<file path="src/wwdt_defines.svh">
/*
  Constants of the windowed watchdog: register offsets, field positions,
  reset values and timing figures.
  Assumes a byte address bus of WWDT_ADDR_W bits and 32-bit data.
*/
`ifndef WWDT_DEFINES_SVH
`define WWDT_DEFINES_SVH

// Register offsets
`define WWDT_ADDR_W       8
`define WWDT_OFS_MODE     8'h00
`define WWDT_OFS_CTRL     8'h04
`define WWDT_OFS_VALUE    8'h08
`define WWDT_OFS_ISTS     8'h0c
`define WWDT_OFS_IMASK    8'h10

// Mode register fields
`define WWDT_F_RELOAD     11:0
`define WWDT_B_FIEN       12
`define WWDT_B_RSTEN      13
`define WWDT_B_RPROC      14
`define WWDT_B_DIS        15
`define WWDT_F_WINDOW     27:16
`define WWDT_B_DBGHLT     28
`define WWDT_B_IDLEHLT    29

// Reserved bits 31:30 of the mode register read as zero
`define WWDT_MODE_MASK    32'h3fff_ffff
`define WWDT_MODE_RST     32'h0fff_2fff

// Control register
`define WWDT_B_RESTART    0

// Event bits of status and mask
`define WWDT_EV_W         2
`define WWDT_EV_UFL       0
`define WWDT_EV_ERR       1

// Timing
`define WWDT_CNT_W        12
`define WWDT_CLK_HZ       25000000
`define WWDT_SLOW_HZ      32768
`define WWDT_SLOW_DIV     (`WWDT_CLK_HZ / `WWDT_SLOW_HZ)
`define WWDT_GUARD_TICKS  3

`endif

</file>
<file path="src/wwdt_pkg.sv">
/*
  Types of the windowed watchdog.
  Assumes wwdt_defines.svh is on the include path.
*/
`include "wwdt_defines.svh"

package wwdt_pkg;

  typedef logic [`WWDT_CNT_W-1:0]  wwdt_cnt_t;
  typedef logic [`WWDT_ADDR_W-1:0] wwdt_addr_t;
  typedef logic [`WWDT_EV_W-1:0]   wwdt_ev_t;

  typedef struct packed {
    logic [31:0] mode;
    logic        mode_done;
    wwdt_cnt_t   cnt;
    wwdt_ev_t    ists;
    wwdt_ev_t    imask;
    logic [31:0] rdata;
    logic        wdt_rst;
    logic        proc_rst;
    logic        periph_rst;
  } wwdt_state_s;

endpackage

</file>
<file path="src/wwdt_tick_if.sv">
/*
  Carrier between the watchdog core and its slow-clock divider.
  Assumes both ends share the single reference clock.
*/
`timescale 1ns/1ps

interface wwdt_tick_if;
  logic run;
  logic tick;

  modport div  (input run, output tick);
  modport core (output run, input tick);
endinterface

</file>
<file path="src/wwdt_slow_div.sv">
/*
  Slow-clock divider: one-cycle tick every DIV reference cycles.
  Assumes run is a level from the core; while low the phase restarts.
*/
`timescale 1ns/1ps
`include "wwdt_defines.svh"

module wwdt_slow_div #(
  parameter int DIV = `WWDT_SLOW_DIV
) (
  // Clock and reset
  input  wire logic i_ref_clk,
  input  wire logic i_rst_n,
  // Core side
  wwdt_tick_if.div  tk
);
  localparam int W = (DIV > 1) ? $clog2(DIV) : 1;
  localparam logic [W-1:0] LAST = W'(DIV - 1);

  logic [W-1:0] div_r;

  // Idle divider keeps a disabled watchdog quiet
  always_ff @(posedge i_ref_clk or negedge i_rst_n) begin
    if (!i_rst_n) begin
      div_r <= '0;
    end else if (!tk.run || div_r == LAST) begin
      div_r <= '0;
    end else begin
      div_r <= div_r + W'(1);
    end
  end

  assign tk.tick = tk.run && (div_r == LAST);
endmodule

</file>
<file path="src/wwdt_top.sv">
/*
  Windowed watchdog: 12-bit down counter on a slow tick, restart window,
  fault interrupt and reset requests, simple register port.
  Assumes one 25 MHz clock, synchronous debug and idle levels, and a
  register master that never issues read and write together.
*/
// How it works
// - Every restart loads the programmed reload value into the counter.
// - Fault raises the interrupt only when fault interrupt enable is one.
// - Fault requests a watchdog reset only when fault reset enable is one.
// - Processor-only select limits the reset to the processor; else all.
// - Restart command works only while counter is at or below window.
// - Restart command above the window is an error fault, no restart.
// - Debug halt select freezes the counter while processor is in debug.
// - Idle halt select freezes the counter while the system is idle.
// - Timer disable set to one stops the watchdog entirely.
`timescale 1ns/1ps
`include "wwdt_defines.svh"

module wwdt_top #(
  parameter int SLOW_DIV = `WWDT_SLOW_DIV
) (
  // Clock and reset
  input  wire logic               i_ref_clk,
  input  wire logic               i_rst_n,
  // Register port
  input  wire wwdt_pkg::wwdt_addr_t i_addr,
  input  wire logic [31:0]        i_wdata,
  input  wire logic               i_wr,
  input  wire logic               i_rd,
  output logic [31:0]             o_rdata,
  // System state
  input  wire logic               i_dbg_state,
  input  wire logic               i_idle_state,
  // Results
  output wwdt_pkg::wwdt_cnt_t     o_count,
  output logic                    o_irq,
  output logic                    o_wdt_rst,
  output logic                    o_proc_rst,
  output logic                    o_periph_rst
);
  import wwdt_pkg::*;

  //////////////////////////////////////////////////////////////////////////
  // Helpers

  function automatic logic in_window(input wwdt_cnt_t cnt,
                                     input logic [31:0] mode);
    in_window = cnt <= mode[`WWDT_F_WINDOW];
  endfunction

  wwdt_state_s st_r;
  wwdt_state_s st_nxt;
  wwdt_tick_if tk ();

  logic wr_mode;
  logic wr_ctrl;
  logic restart_cmd;
  logic halted;
  logic running;
  logic ufl_ev;
  logic err_ev;
  logic fault;

  //////////////////////////////////////////////////////////////////////////
  // Slow tick

  wwdt_slow_div #(
    .DIV (SLOW_DIV)
  ) u_div (
    .i_ref_clk (i_ref_clk),
    .i_rst_n   (i_rst_n),
    .tk        (tk.div)
  );

  // A disabled watchdog also parks the divider phase
  assign tk.run = !st_r.mode[`WWDT_B_DIS];

  //////////////////////////////////////////////////////////////////////////
  // Event decode

  assign wr_mode     = i_wr && (i_addr == `WWDT_OFS_MODE);
  assign wr_ctrl     = i_wr && (i_addr == `WWDT_OFS_CTRL);
  assign restart_cmd = wr_ctrl && i_wdata[`WWDT_B_RESTART]
                       && !st_r.mode[`WWDT_B_DIS];

  assign halted = (st_r.mode[`WWDT_B_DBGHLT] && i_dbg_state)
               || (st_r.mode[`WWDT_B_IDLEHLT] && i_idle_state);
  assign running = !st_r.mode[`WWDT_B_DIS] && !halted;

  // Underflow when a tick finds the counter already at zero
  assign ufl_ev = running && tk.tick
                  && (st_r.cnt == '0);
  assign err_ev = restart_cmd
                  && !in_window(st_r.cnt, st_r.mode);
  assign fault  = ufl_ev || err_ev;

  //////////////////////////////////////////////////////////////////////////
  // Next state

  always_comb begin
    st_nxt = st_r;
    st_nxt.wdt_rst    = 1'b0;
    st_nxt.proc_rst   = 1'b0;
    st_nxt.periph_rst = 1'b0;

    // Mode register takes one write only; a late write cannot disarm it
    if (wr_mode && !st_r.mode_done) begin
      st_nxt.mode      = i_wdata & `WWDT_MODE_MASK;
      st_nxt.mode_done = 1'b1;
      st_nxt.cnt       = i_wdata[`WWDT_F_RELOAD];
    end else if (restart_cmd && in_window(st_r.cnt, st_r.mode)) begin
      st_nxt.cnt = st_r.mode[`WWDT_F_RELOAD];
    end else if (ufl_ev) begin
      st_nxt.cnt = st_r.mode[`WWDT_F_RELOAD];
    end else if (running && tk.tick) begin
      st_nxt.cnt = st_r.cnt - `WWDT_CNT_W'(1);
    end

    // Faults pulse the reset requests
    if (fault && st_r.mode[`WWDT_B_RSTEN]) begin
      st_nxt.wdt_rst    = 1'b1;
      st_nxt.proc_rst   = 1'b1;
      st_nxt.periph_rst = !st_r.mode[`WWDT_B_RPROC];
    end

    // Write one to clear; a same-cycle event still wins
    if (i_wr && (i_addr == `WWDT_OFS_ISTS)) begin
      st_nxt.ists = st_r.ists & ~i_wdata[`WWDT_EV_W-1:0];
    end
    if (st_r.mode[`WWDT_B_FIEN]) begin
      if (ufl_ev) begin
        st_nxt.ists[`WWDT_EV_UFL] = 1'b1;
      end
      if (err_ev) begin
        st_nxt.ists[`WWDT_EV_ERR] = 1'b1;
      end
    end
    if (i_wr && (i_addr == `WWDT_OFS_IMASK)) begin
      st_nxt.imask = i_wdata[`WWDT_EV_W-1:0];
    end

    // Read data stands only in the cycle after the strobe
    st_nxt.rdata = '0;
    if (i_rd) begin
      if (i_addr == `WWDT_OFS_MODE) begin
        st_nxt.rdata = st_r.mode;
      end else if (i_addr == `WWDT_OFS_VALUE) begin
        st_nxt.rdata = {{(32-`WWDT_CNT_W){1'b0}}, st_r.cnt};
      end else if (i_addr == `WWDT_OFS_ISTS) begin
        st_nxt.rdata = {{(32-`WWDT_EV_W){1'b0}}, st_r.ists};
      end else if (i_addr == `WWDT_OFS_IMASK) begin
        st_nxt.rdata = {{(32-`WWDT_EV_W){1'b0}}, st_r.imask};
      end
    end
  end

  always_ff @(posedge i_ref_clk or negedge i_rst_n) begin
    if (!i_rst_n) begin
      st_r            <= '0;
      st_r.mode       <= `WWDT_MODE_RST;
      st_r.cnt        <= '1;
    end else begin
      st_r <= st_nxt;
    end
  end

  //////////////////////////////////////////////////////////////////////////
  // Outputs

  assign o_rdata      = st_r.rdata;
  assign o_count      = st_r.cnt;
  assign o_irq        = |(st_r.ists & st_r.imask);
  assign o_wdt_rst    = st_r.wdt_rst;
  assign o_proc_rst   = st_r.proc_rst;
  assign o_periph_rst = st_r.periph_rst;

  // Ticks seen since the last good restart, saturating
  logic [1:0] since_rst_r;
  always_ff @(posedge i_ref_clk or negedge i_rst_n) begin
    if (!i_rst_n) begin
      since_rst_r <= 2'h3;
    end else if (restart_cmd && !err_ev) begin
      since_rst_r <= 2'h0;
    end else if (tk.tick && since_rst_r != 2'h3) begin
      since_rst_r <= since_rst_r + 2'h1;
    end
  end
endmodule
</file>
<file path="config.mk">
export PLATFORM = sky130hd
export DESIGN_NAME = wwdt_top
export DESIGN_NICKNAME = d
export VERILOG_FILES = /design/src/wwdt_pkg.sv /design/src/wwdt_tick_if.sv /design/src/wwdt_slow_div.sv /design/src/wwdt_top.sv
export VERILOG_INCLUDE_DIRS = /design/src
export SDC_FILE = /design/constraint.sdc
export NUM_CORES = 1
export LEC_CHECK = 0
export BUFFER_PORTS_ARGS = -buffer_cell sky130_fd_sc_hd__buf_2
export CAP_MARGIN = 20
export CORE_ASPECT_RATIO = 1.25
export CORE_MARGIN = 2
export CORE_UTILIZATION = 45
export CTS_CLUSTER_DIAMETER = 30
export DETAILED_ROUTE_END_ITERATION = 8
export PLACE_DENSITY = 0.7
export SETUP_SLACK_MARGIN = 0.2
export SLEW_MARGIN = 15
export SYNTH_ARGS = -nofsm -noshare
export SYNTH_HDL_FRONTEND = slang
export SYNTH_HIERARCHICAL = 1
export SYNTH_SLANG_ARGS = --single-unit
</file>
<file path="constraint.sdc">
create_clock -name i_ref_clk -period 6.3 [get_ports i_ref_clk]
set_input_delay 0.315 -clock i_ref_clk [delete_from_list [all_inputs] [get_ports i_ref_clk]]
set_output_delay 0.315 -clock i_ref_clk [all_outputs]
set_load 0.02 [all_outputs]
</file>
### Word-level counts from Yosys, hierarchy flattened

Cells that the tools add are included.

* register bits after elaboration: 92
* output and inout port bits: 48
* logic and storage cells: 64

* $add $sub $neg: 2
* $lt $le $gt $ge: 1
* eq/ne operators: 5
* muxes and demuxes: 15
* bitwise gates (word level): 3
* reductions and logical operators: 28

Operator list (number)
* $mux 12: 5
* $mux 30: 2
* $eq 8x4->1 const B: 2
* $logic_and 1x1->1: 16
* $le 12x12->1: 1
* $logic_not 12->1: 1
* $sub 12x1->12 const B: 1
* $add 10x1->10 const B: 1
* $eq 10x10->1 const B: 1
* $mux 10: 1
* $eq 8x3->1 const B: 1
* $eq 8x5->1 const B: 1
* $logic_not 8->1: 1
* $mux 2: 4
* $logic_not 1->1: 5
* $and 2x2->2: 2
* $reduce_bool 4->1: 1
* $logic_or 1x1->1: 3
* $mux 3: 1
* $mux 1: 2
* $not 2->2: 1
* $reduce_or 2->1: 1

### Depth between registers and ports, before layout

Gate-level depths: netlist of the first run.

* depth after elaboration: 9
* mapped depth: 13
* depth with buffers taken out: 11

### Modules after synthesis

The synthesis of the first run kept the hierarchy.

Modules (own cells, without submodules)
* wwdt_top: instances 1, cells an instance 433, area each 4232.8 sq um, sequential area each 2023.2 sq um
* wwdt_slow_div: instances 1, cells an instance 55, area each 529.3 sq um, sequential area each 250.2 sq um

### Worst setup path after synthesis of the first run

Ideal clock, no wire load.

* kind: reg-to-reg
* start: register u_div.div_r[1]
* end: register st_r, in the netlist o_count[9]
* library setup time: 0.068 ns
* data arrival time: 2.311 ns
* slack: 3.921 ns
* cell stages (with the launch flop): 14
* buffers on the path: 2
* path through: dfrtp_1 -> inv_1 -> ha_1 -> nand2b_1 -> or3_1 -> nor3_1 -> and4_1 -> clkbuf_1 -> and2_1 -> buf_4 -> nor2_2 -> a31oi_2 -> and2b_1 -> a2bb2oi_2

* word-level cells in the longest chain between the ends: 7

RTL lines
* start, declared: RTL line wwdt_slow_div.sv:20 `logic [W-1:0] div_r;`
* start signal, assigned: RTL line wwdt_slow_div.sv:29 `div_r <= div_r + W'(1);`
* $eq 10x10->1 (*): RTL line wwdt_slow_div.sv:33 `assign tk.tick = tk.run && (div_r == LAST);`
* $logic_and 1x1->1 (*): RTL line wwdt_slow_div.sv:33
* named net tk.tick: RTL line wwdt_tick_if.sv:9 `logic tick;`
* $logic_and 1x1->1 (*): RTL line wwdt_top.sv:92, wwdt_top.sv:116
* $logic_and 1x1->1: RTL line wwdt_top.sv:93 `&& (st_r.cnt == '0);`
* $mux 12: RTL line wwdt_top.sv:114 `end else if (ufl_ev) begin`
* $mux 12: RTL line wwdt_top.sv:112 `end else if (restart_cmd && in_window(st_r.cnt, st_r.mode)) begin`
* $mux 12: RTL line wwdt_top.sv:108 `if (wr_mode && !st_r.mode_done) begin`
* end signal, assigned: RTL line wwdt_top.sv:164 `st_r <= st_nxt;`
* end, declared: RTL line wwdt_top.sv:52 `wwdt_state_s st_r;`

Mark *: on every way through the listed nets, which the timed path passes. The rest lies on a longest branch.
A chain may end at the register's enable or synchronous reset.

### Worst setup path after layout of the first run

Same ends and word-level chain as after synthesis.

==> results of run 1 <==
## per-layer routing
| layer | share of wire, % | GRT usage (%) | vias up |
|---|---|---|---|
| met3 | 6.4 | 4.74 | 25 |
| met5 | 0 | 0 | - |
| met4 | 2.4 | 8.30 | 0 |
| li1 | - | - | 1743 |
| met1 | 39 | 23.8 | 1791 |
| met2 | 52 | 33.4 | 138 |
## power by group through the flow
| stage | sequential [mW] | combinational (mW) | clock (mW) |
|---|---|---|---|
| 2_1_floorplan | 0.627 | 0.0777 | 0 |
| 3_3_place_gp | 0.635 | 0.112 | 0 |
| 3_5_place_dp | 0.636 | 0.116 | 0 |
| 4_1_cts | 0.627 | 0.117 | 0.581 |
| 5_1_grt | 0.629 | 0.130 | 0.605 |
| 6_report | 0.627 | 0.115 | 0.570 |
## cells in the final DEF (no fill, tap or decap), types with 5 or more instances in the layout
| cell type | count |
|---|---|
| nand4_1 | 8 |
| dfrtp_1 | 52 |
| xnor2_1 | 6 |
| nand2_1 | 85 |
| a21oi_1 | 18 |
| buf_2 | 88 |
| o21ai_1 | 13 |
| and3_1 | 18 |
| inv_1 | 19 |
| nand3_1 | 6 |
| clkbuf_16 | 9 |
| or3_1 | 6 |
| o21ai_0 | 8 |
| nor2_1 | 29 |
| a22o_1 | 13 |
| nor2b_1 | 5 |
| dfstp_2 | 37 |
| ha_1 | 16 |
| nand2b_1 | 5 |
## area by class of cell
class	count	area share (%)
sequential	89	42.8
timing repair buffer	92	8.91
clock buffer	11	4.39
clock inverter	5	1.53
tap	132	3.11
multi-input combinational	318	37.7
inverter	21	1.49
## cell usage after synthesis (4+ instances only)
cell type / instances
nand2b_1: 5
dfrtp_1: 52
a221o_1: 4
o21ai_0: 8
a31oi_1: 4
o21ai_1: 13
o211ai_1: 4
buf_4: 46
clkbuf_1: 7
buf_2: 8
nand3_1: 6
o22a_1: 4
dfstp_2: 37
nor2_1: 29
ha_1: 16
xnor2_1: 6
nor2b_1: 5
o22ai_1: 4
nand4_1: 8
a21oi_1: 18
or3_1: 6
nand2_1: 85
and4_1: 4
and3_1: 18
inv_1: 19
a22o_1: 13
## per-stage QoR
step	power [mW]	worst slack (ns)	instance area, µm²	utilization [%]	cells
after CTS	1.32	3.53	5310	50.7	668
final	1.31	3.54	5310	50.7	668
after floorplan	0.705	3.92	4770	-	489
after global placement	0.747	3.25	4980	47.6	651
after global routing	1.37	3.33	5310	50.7	668
after detailed placement	0.752	3.21	4980	47.6	651
## flip-flops by register name, summed over array words and instances (netlist names)
signal / cells
o_periph_rst: 1
st_r: 35
u_div/div_r: 10
o_proc_rst: 1
o_count: 12
o_rdata: 30
## worst min-delay path, stage by stage
cell,delay [ns]
buf_2,0.09
nand2_1,0.04
o21ai_1,0.05
## path summary, 6_finish.rpt
check / endpoint / cells past startpoint / startpoint / slack [ns]
setup / recovery: o_count[9]$_DFFE_PN1P_ / 11 / u_div/div_r[1]$_DFF_PN0_ / 3.54
min in group asynchronous: st_r[35]$_DFFE_PN0P_ / 2 / i_rst_n / 0.48
max in group asynchronous: o_rdata[10]$_DFF_PN0_ / 3 / i_rst_n / 4.81
hold reg to reg: o_periph_rst$_DFF_PN0_ / 1 / st_r[66]$_DFFE_PN0P_ / 0.45
hold / removal: st_r[76]$_DFFE_PN1P_ / 3 / i_wdata[24] / 0.16
setup reg to reg: o_count[9]$_DFFE_PN1P_ / 11 / u_div/div_r[1]$_DFF_PN0_ / 3.54
## kinds of logic (layout without fill, tap and decap cells)
group	Yosys count	count (layout)	share of synthesized area (%)
adders and majority gates	16	16	4.20
and+or+nand+nor	194	194	21.3
muxes	5	5	1.10
xor gates and xnor gates	9	9	1.66
other	1	2	0.0787
AOI/OAI and AO/OA	92	92	13.6
buffers and inverters	82	129	10.3
DFF	89	89	47.7
==> impl_metrics.yaml, run 1 <==
clock_network:
  insertion_delay_ns: 0.34
  ctsResizeCount: 0
  postCtsSetupBuffers: 0
  worst_setup_hold_path_clk_slew_ns: 0.06
  cts-buffers-inserted: 9
  clock-sinks: 89
  holdBufCountCts: 1
  cts_max_level: 3
  clock_tree.root_cell: "clkbuf_16"
  clock_tree.buffer_depth: 2
  cts_tree: "done"
synth:
  register_area_share_after_synthesis_pct: 47.7
  synth_area_leader_cell: "dfrtp_1"
  synthDistinctLibCells: 66
  netlist_area_mm2: 0.00476
  synth.top_cell.area_share_pct: 27.3
  main_synth_ff_type: "dfrtp_1"
  yosys_register_bits: 89
  synth_enable_flop_cells: 0
  asyncSetResetFlopFracSynth_pct: 100
  yosys_warnings: 6
  average_size_of_a_mapped_cell_um2: 9.76
  syn_inst: 488
  top_post_synthesis_cells_by_area: "dfrtp_1, dfstp_2, buf_4"
timing:
  fin_crit_sh_pct: 43.8
  report.final.slew_viol_count: 0
  final.setup.tns_ns: 0
  max_slew.worst_pin.slew_ns: 0.881
  finClkSkew_ns: 0.00870
  max_freq_ghz: 0.362
  grt_setup_unrepaired: "false"
  timing.final.hold_violations: 0
  fin_crit_ns: 2.76
  setup_viol: 0
  timing.slew.headroom_pct: 41.0
  worst_hold_slack_ns: 0.161
drt:
  via_count: 3697
  totalWireLength_um: 10900
  drt.antenna.violating_nets: 0
  vias_per_cell: 5.53
  drc_violations_left: 0
  drt-initial-drc-count: 276
  wl_per_cell_um: 16.3
  drt_pre_antenna_iters: 5
placed_design:
  hpwlAfterDp_um: 7820
  placement.io_buffers: 89
  finalWeightedCongestion: 0.841
power:
  comb_power_share_pct: 8.8
  power.density_mw_per_mm2: 247
  power.ir.vdd_worst_mv: 0.153
  power.sequential.fraction_pct: 47.8
  leakage_nw: 2.65
  power.switching_mw: 0.315
  p_int_mw: 0.998
  share_clk_of_total_power_pct: 43.5
  sw_share_pct: 24.0
final_layout:
  synthToLayoutAreaGrowth_pct: 11.4
  post_route_cells_drive_above_1_share_pct: 31.2
  sequential_cell_area_mm2: 0.00227
  design.final.nets: 593
  num-fill-cells: 984
  num_antenna_cells: 0
  multi_input_gate_area_mm2: 0.00200
grt:
  grt_pass1_vias: 3535
  global_route_wire_length_before_repair_um: 17300
  antenna_violations_before_repair: 0
  globalRouteTotalUtil_pct: 19.8
  global_route.overflow_total: 0
  grt_start_max_net_pins: 53
outcome:
  outcome: "complete, no violations"
floorplanning:
  die_x_um: 96.0
  core-area_mm2: 0.0105
  effective_utilization_at_floorplan_pct: 45.5
  io_pins: 94
  floorplan.die_area_mm2: 0.0114
  die-height_um: 119
  placementRows: 42
flow_run:
  maxCapViolations: 0
worst_setup_path:
  critPathRequiredTime_ns: 6.58
  cp-start-kind: "register"
  crit_path_arrival_time_ns: 3.04
  crit_path_max_incr_delay_ns: 0.43
  crit_path_cell_trace: "inv_1, ha_1, nand2b_1, or3_1, nor3_1, and4_1, and2_1, inv_2, a31oi_2, and2b_1, a2bb2oi_2"
  ws_path_type: "reg -> reg"
  cp_top_family: "simple AND/OR/NAND/NOR gates"
  timing.critical_path.to_type: "register"
  cp_slowest_cell: "or3_1"
  crit_buf_inv: 2
  timing.critical_path.fanout_max: 7
worst_hold_path:
  min-delay-path-class: "in -> reg"
Power figures use the tool's default switching activity.
==> run 2: changes to the inputs <==
- PLACE_DENSITY: 0.7 -> 0.73
- clock period: 6.3 -> 2.4 ns (I/O delays scaled with it)
==> run 2 against run 1 <==
Against the previous run: total power rose to 2.7 times the previous value; non-clock buffer count increased by 51; sequential share of layout area is 4.9 points lower; critical endpoint is now o_count[7]$_DFFE_PN1P_; largest cell class unchanged.
==> impl_metrics.yaml, run 2 (synthesis gave the netlist of run 1 again) <==
final_layout:
  post_route_cells_drive_above_1_share_pct: 36.8
  design.final.nets: 644
  num_antenna_cells: 0
  final_cell_mix: "buf_2, nand2_1, dfrtp_1"
  final_core_utilization_pct: 57.3
  registers.top_by_ff_count: "st_r"
  synthToLayoutAreaGrowth_pct: 25.7
  num-fill-cells: 889
  number_of_flip_flops_under_the_largest_register_name: 35
  design_area_mm2: 0.00599
  sequential_cell_area_mm2: 0.00227
  multi_input_gate_area_mm2: 0.00219
  mostFrequentLayoutCell: "buf_2"
floorplanning:
  core-area_mm2: 0.0105
  floorplan.die_area_mm2: 0.0114
  io_pins: 94
  die-height_um: 119
  effective_utilization_at_floorplan_pct: 45.5
  die_x_um: 96.0
  placementRows: 42
clock_network:
  cts_max_level: 3
  worst_setup_hold_path_clk_slew_ns: 0.06
  clock-sinks: 89
  cts-buffers-inserted: 9
  clock_tree.root_cell: "clkbuf_16"
  clock_tree.buffer_depth: 2
  cts_tree: "done"
  insertion_delay_ns: 0.35
grt:
  grt_pass1_vias: 3867
  globalRouteTotalUtil_pct: 21.5
  global_route_wire_length_before_repair_um: 18800
  global_route.overflow_total: 0
  antenna_violations_before_repair: 0
  grt_start_max_net_pins: 90
power:
  power.sequential.fraction_pct: 45.7
  p_int_mw: 2.72
  sw_share_pct: 23.9
  comb_power_share_pct: 11.7
  power.density_mw_per_mm2: 596
  share_clk_of_total_power_pct: 42.5
  power.switching_mw: 0.854
  power.ir.vdd_worst_mv: 0.341
  leakage_nw: 2.91
drt:
  vias_per_cell: 5.42
  drt.antenna.violating_nets: 0
  via_count: 3896
  drt-initial-drc-count: 247
  drc_violations_left: 0
  drt_pre_antenna_iters: 5
  totalWireLength_um: 11800
  wl_per_cell_um: 16.5
worst_hold_path:
  min-delay-path-class: "in -> reg"
  worst_hold_path.num_cells: 3
  hold_path_startpoint: "i_wdata[0]"
placed_design:
  placement.io_buffers: 89
  finalWeightedCongestion: 0.917
  postPlaceCellArea_mm2: 0.00519
  hpwlAfterDp_um: 8030
worst_setup_path:
  ws_path_type: "reg -> reg"
  cp-start-kind: "register"
  critPathRequiredTime_ns: 2.68
  cp_slowest_cell: "dfstp_2"
  timing.critical_path.to_type: "register"
  crit_path_max_incr_delay_ns: 0.57
  crit_path_arrival_time_ns: 2.63
  start_point_of_the_critical_path: "o_count[9]$_DFFE_PN1P_"
  crit_path_cell_trace: "ha_4, buf_4, a211oi_2, o22ai_2, a31oi_4, a21bo_4, a21oi_4, a221o_1, o22a_1"
  r2r_cells: 9
  timing.critical_path.fanout_max: 7
  r2r-start: "o_count[9]$_DFFE_PN1P_"
timing:
  setup_viol: 0
  max_freq_ghz: 0.425
  report.final.slew_viol_count: 0
  fin_crit_ns: 2.35
  fin_crit_sh_pct: 98.1
  finClkSkew_ns: 0.00482
  worst_hold_slack_ns: 0.0201
  final.setup.tns_ns: 0
  grt_setup_unrepaired: "true"
  timing.final.hold_violations: 0
flow_run:
  maxCapViolations: 0
outcome:
  outcome: "complete, no violations"
==> run 2: timing repair <==
| action | CTS | global route |
|---|---|---|
| cloned | 0 | 0 |
| hold buffers | 28 | 0 |
| setup endpoints to repair | 13 | 15 |
| pin swaps | 16 | 15 |
| gates resized for setup | 16 | 16 |
| endpoints found under the hold margin | 79 | 0 |
| buffers inserted | 1 | 1 |
==> run 2: area by class of cell <==
cell class,instances,area share (%)
sequential,89,38.0
multi-input combinational,318,36.7
clock buffer,12,4.12
clock inverter,4,1.27
tap,132,2.76
timing repair buffer,143,15.9
inverter,21,1.32
==> run 2: power by group through the flow <==
stage	logic (mW)	registers (mW)	clock network, mW
finish	0.418	1.63	1.52
global route	0.462	1.64	1.60
CTS	0.397	1.63	1.55
detailed placement	0.343	1.65	0
global placement	0.330	1.65	0
floorplan	0.206	1.65	0
==> run 2: worst max-delay path, delay by kind of cell, from the launching register on <==
kind	cells	cell delay (ns)
AOI/OAI and AO/OA	7	1.37
DFF	1	0.57
buffers and inverters	1	0.13
adders and majority gates	1	0.21
==> run 2: metrics by stage <==
step / instances / setup WS, ns / power [mW]
2_1_floorplan: 489 / 0.179 / 1.85
3_3_place_gp: 673 / 0.0740 / 1.98
3_5_place_dp: 673 / -0.0342 / 2.00
4_1_cts: 718 / 0.116 / 3.58
5_1_grt: 719 / -0.0919 / 3.70
6_report: 719 / 0.0451 / 3.57
==> run 2: final timing paths <==
check / endpoint / slack (ns)
min in group asynchronous: o_rdata[4]$_DFF_PN0_ / 0.33
hold reg to reg: o_periph_rst$_DFF_PN0_ / 0.45
max in group asynchronous: o_count[1]$_DFFE_PN1P_ / 1.66
hold / removal: st_r[52]$_DFFE_PN1P_ / 0.02
setup / recovery: o_count[7]$_DFFE_PN1P_ / 0.05
setup reg to reg: o_count[7]$_DFFE_PN1P_ / 0.05
==> run 2: routing by layer <==
metal	vias up	share of wire, %	wire length (µm)	global-route usage [%]
met4	0	3.3	389	10.5
met1	1896	39	4650	25.9
met5	-	0	0	0
met3	28	5.0	586	3.48
met2	124	52	6210	36.5
li1	1848	-	-	-
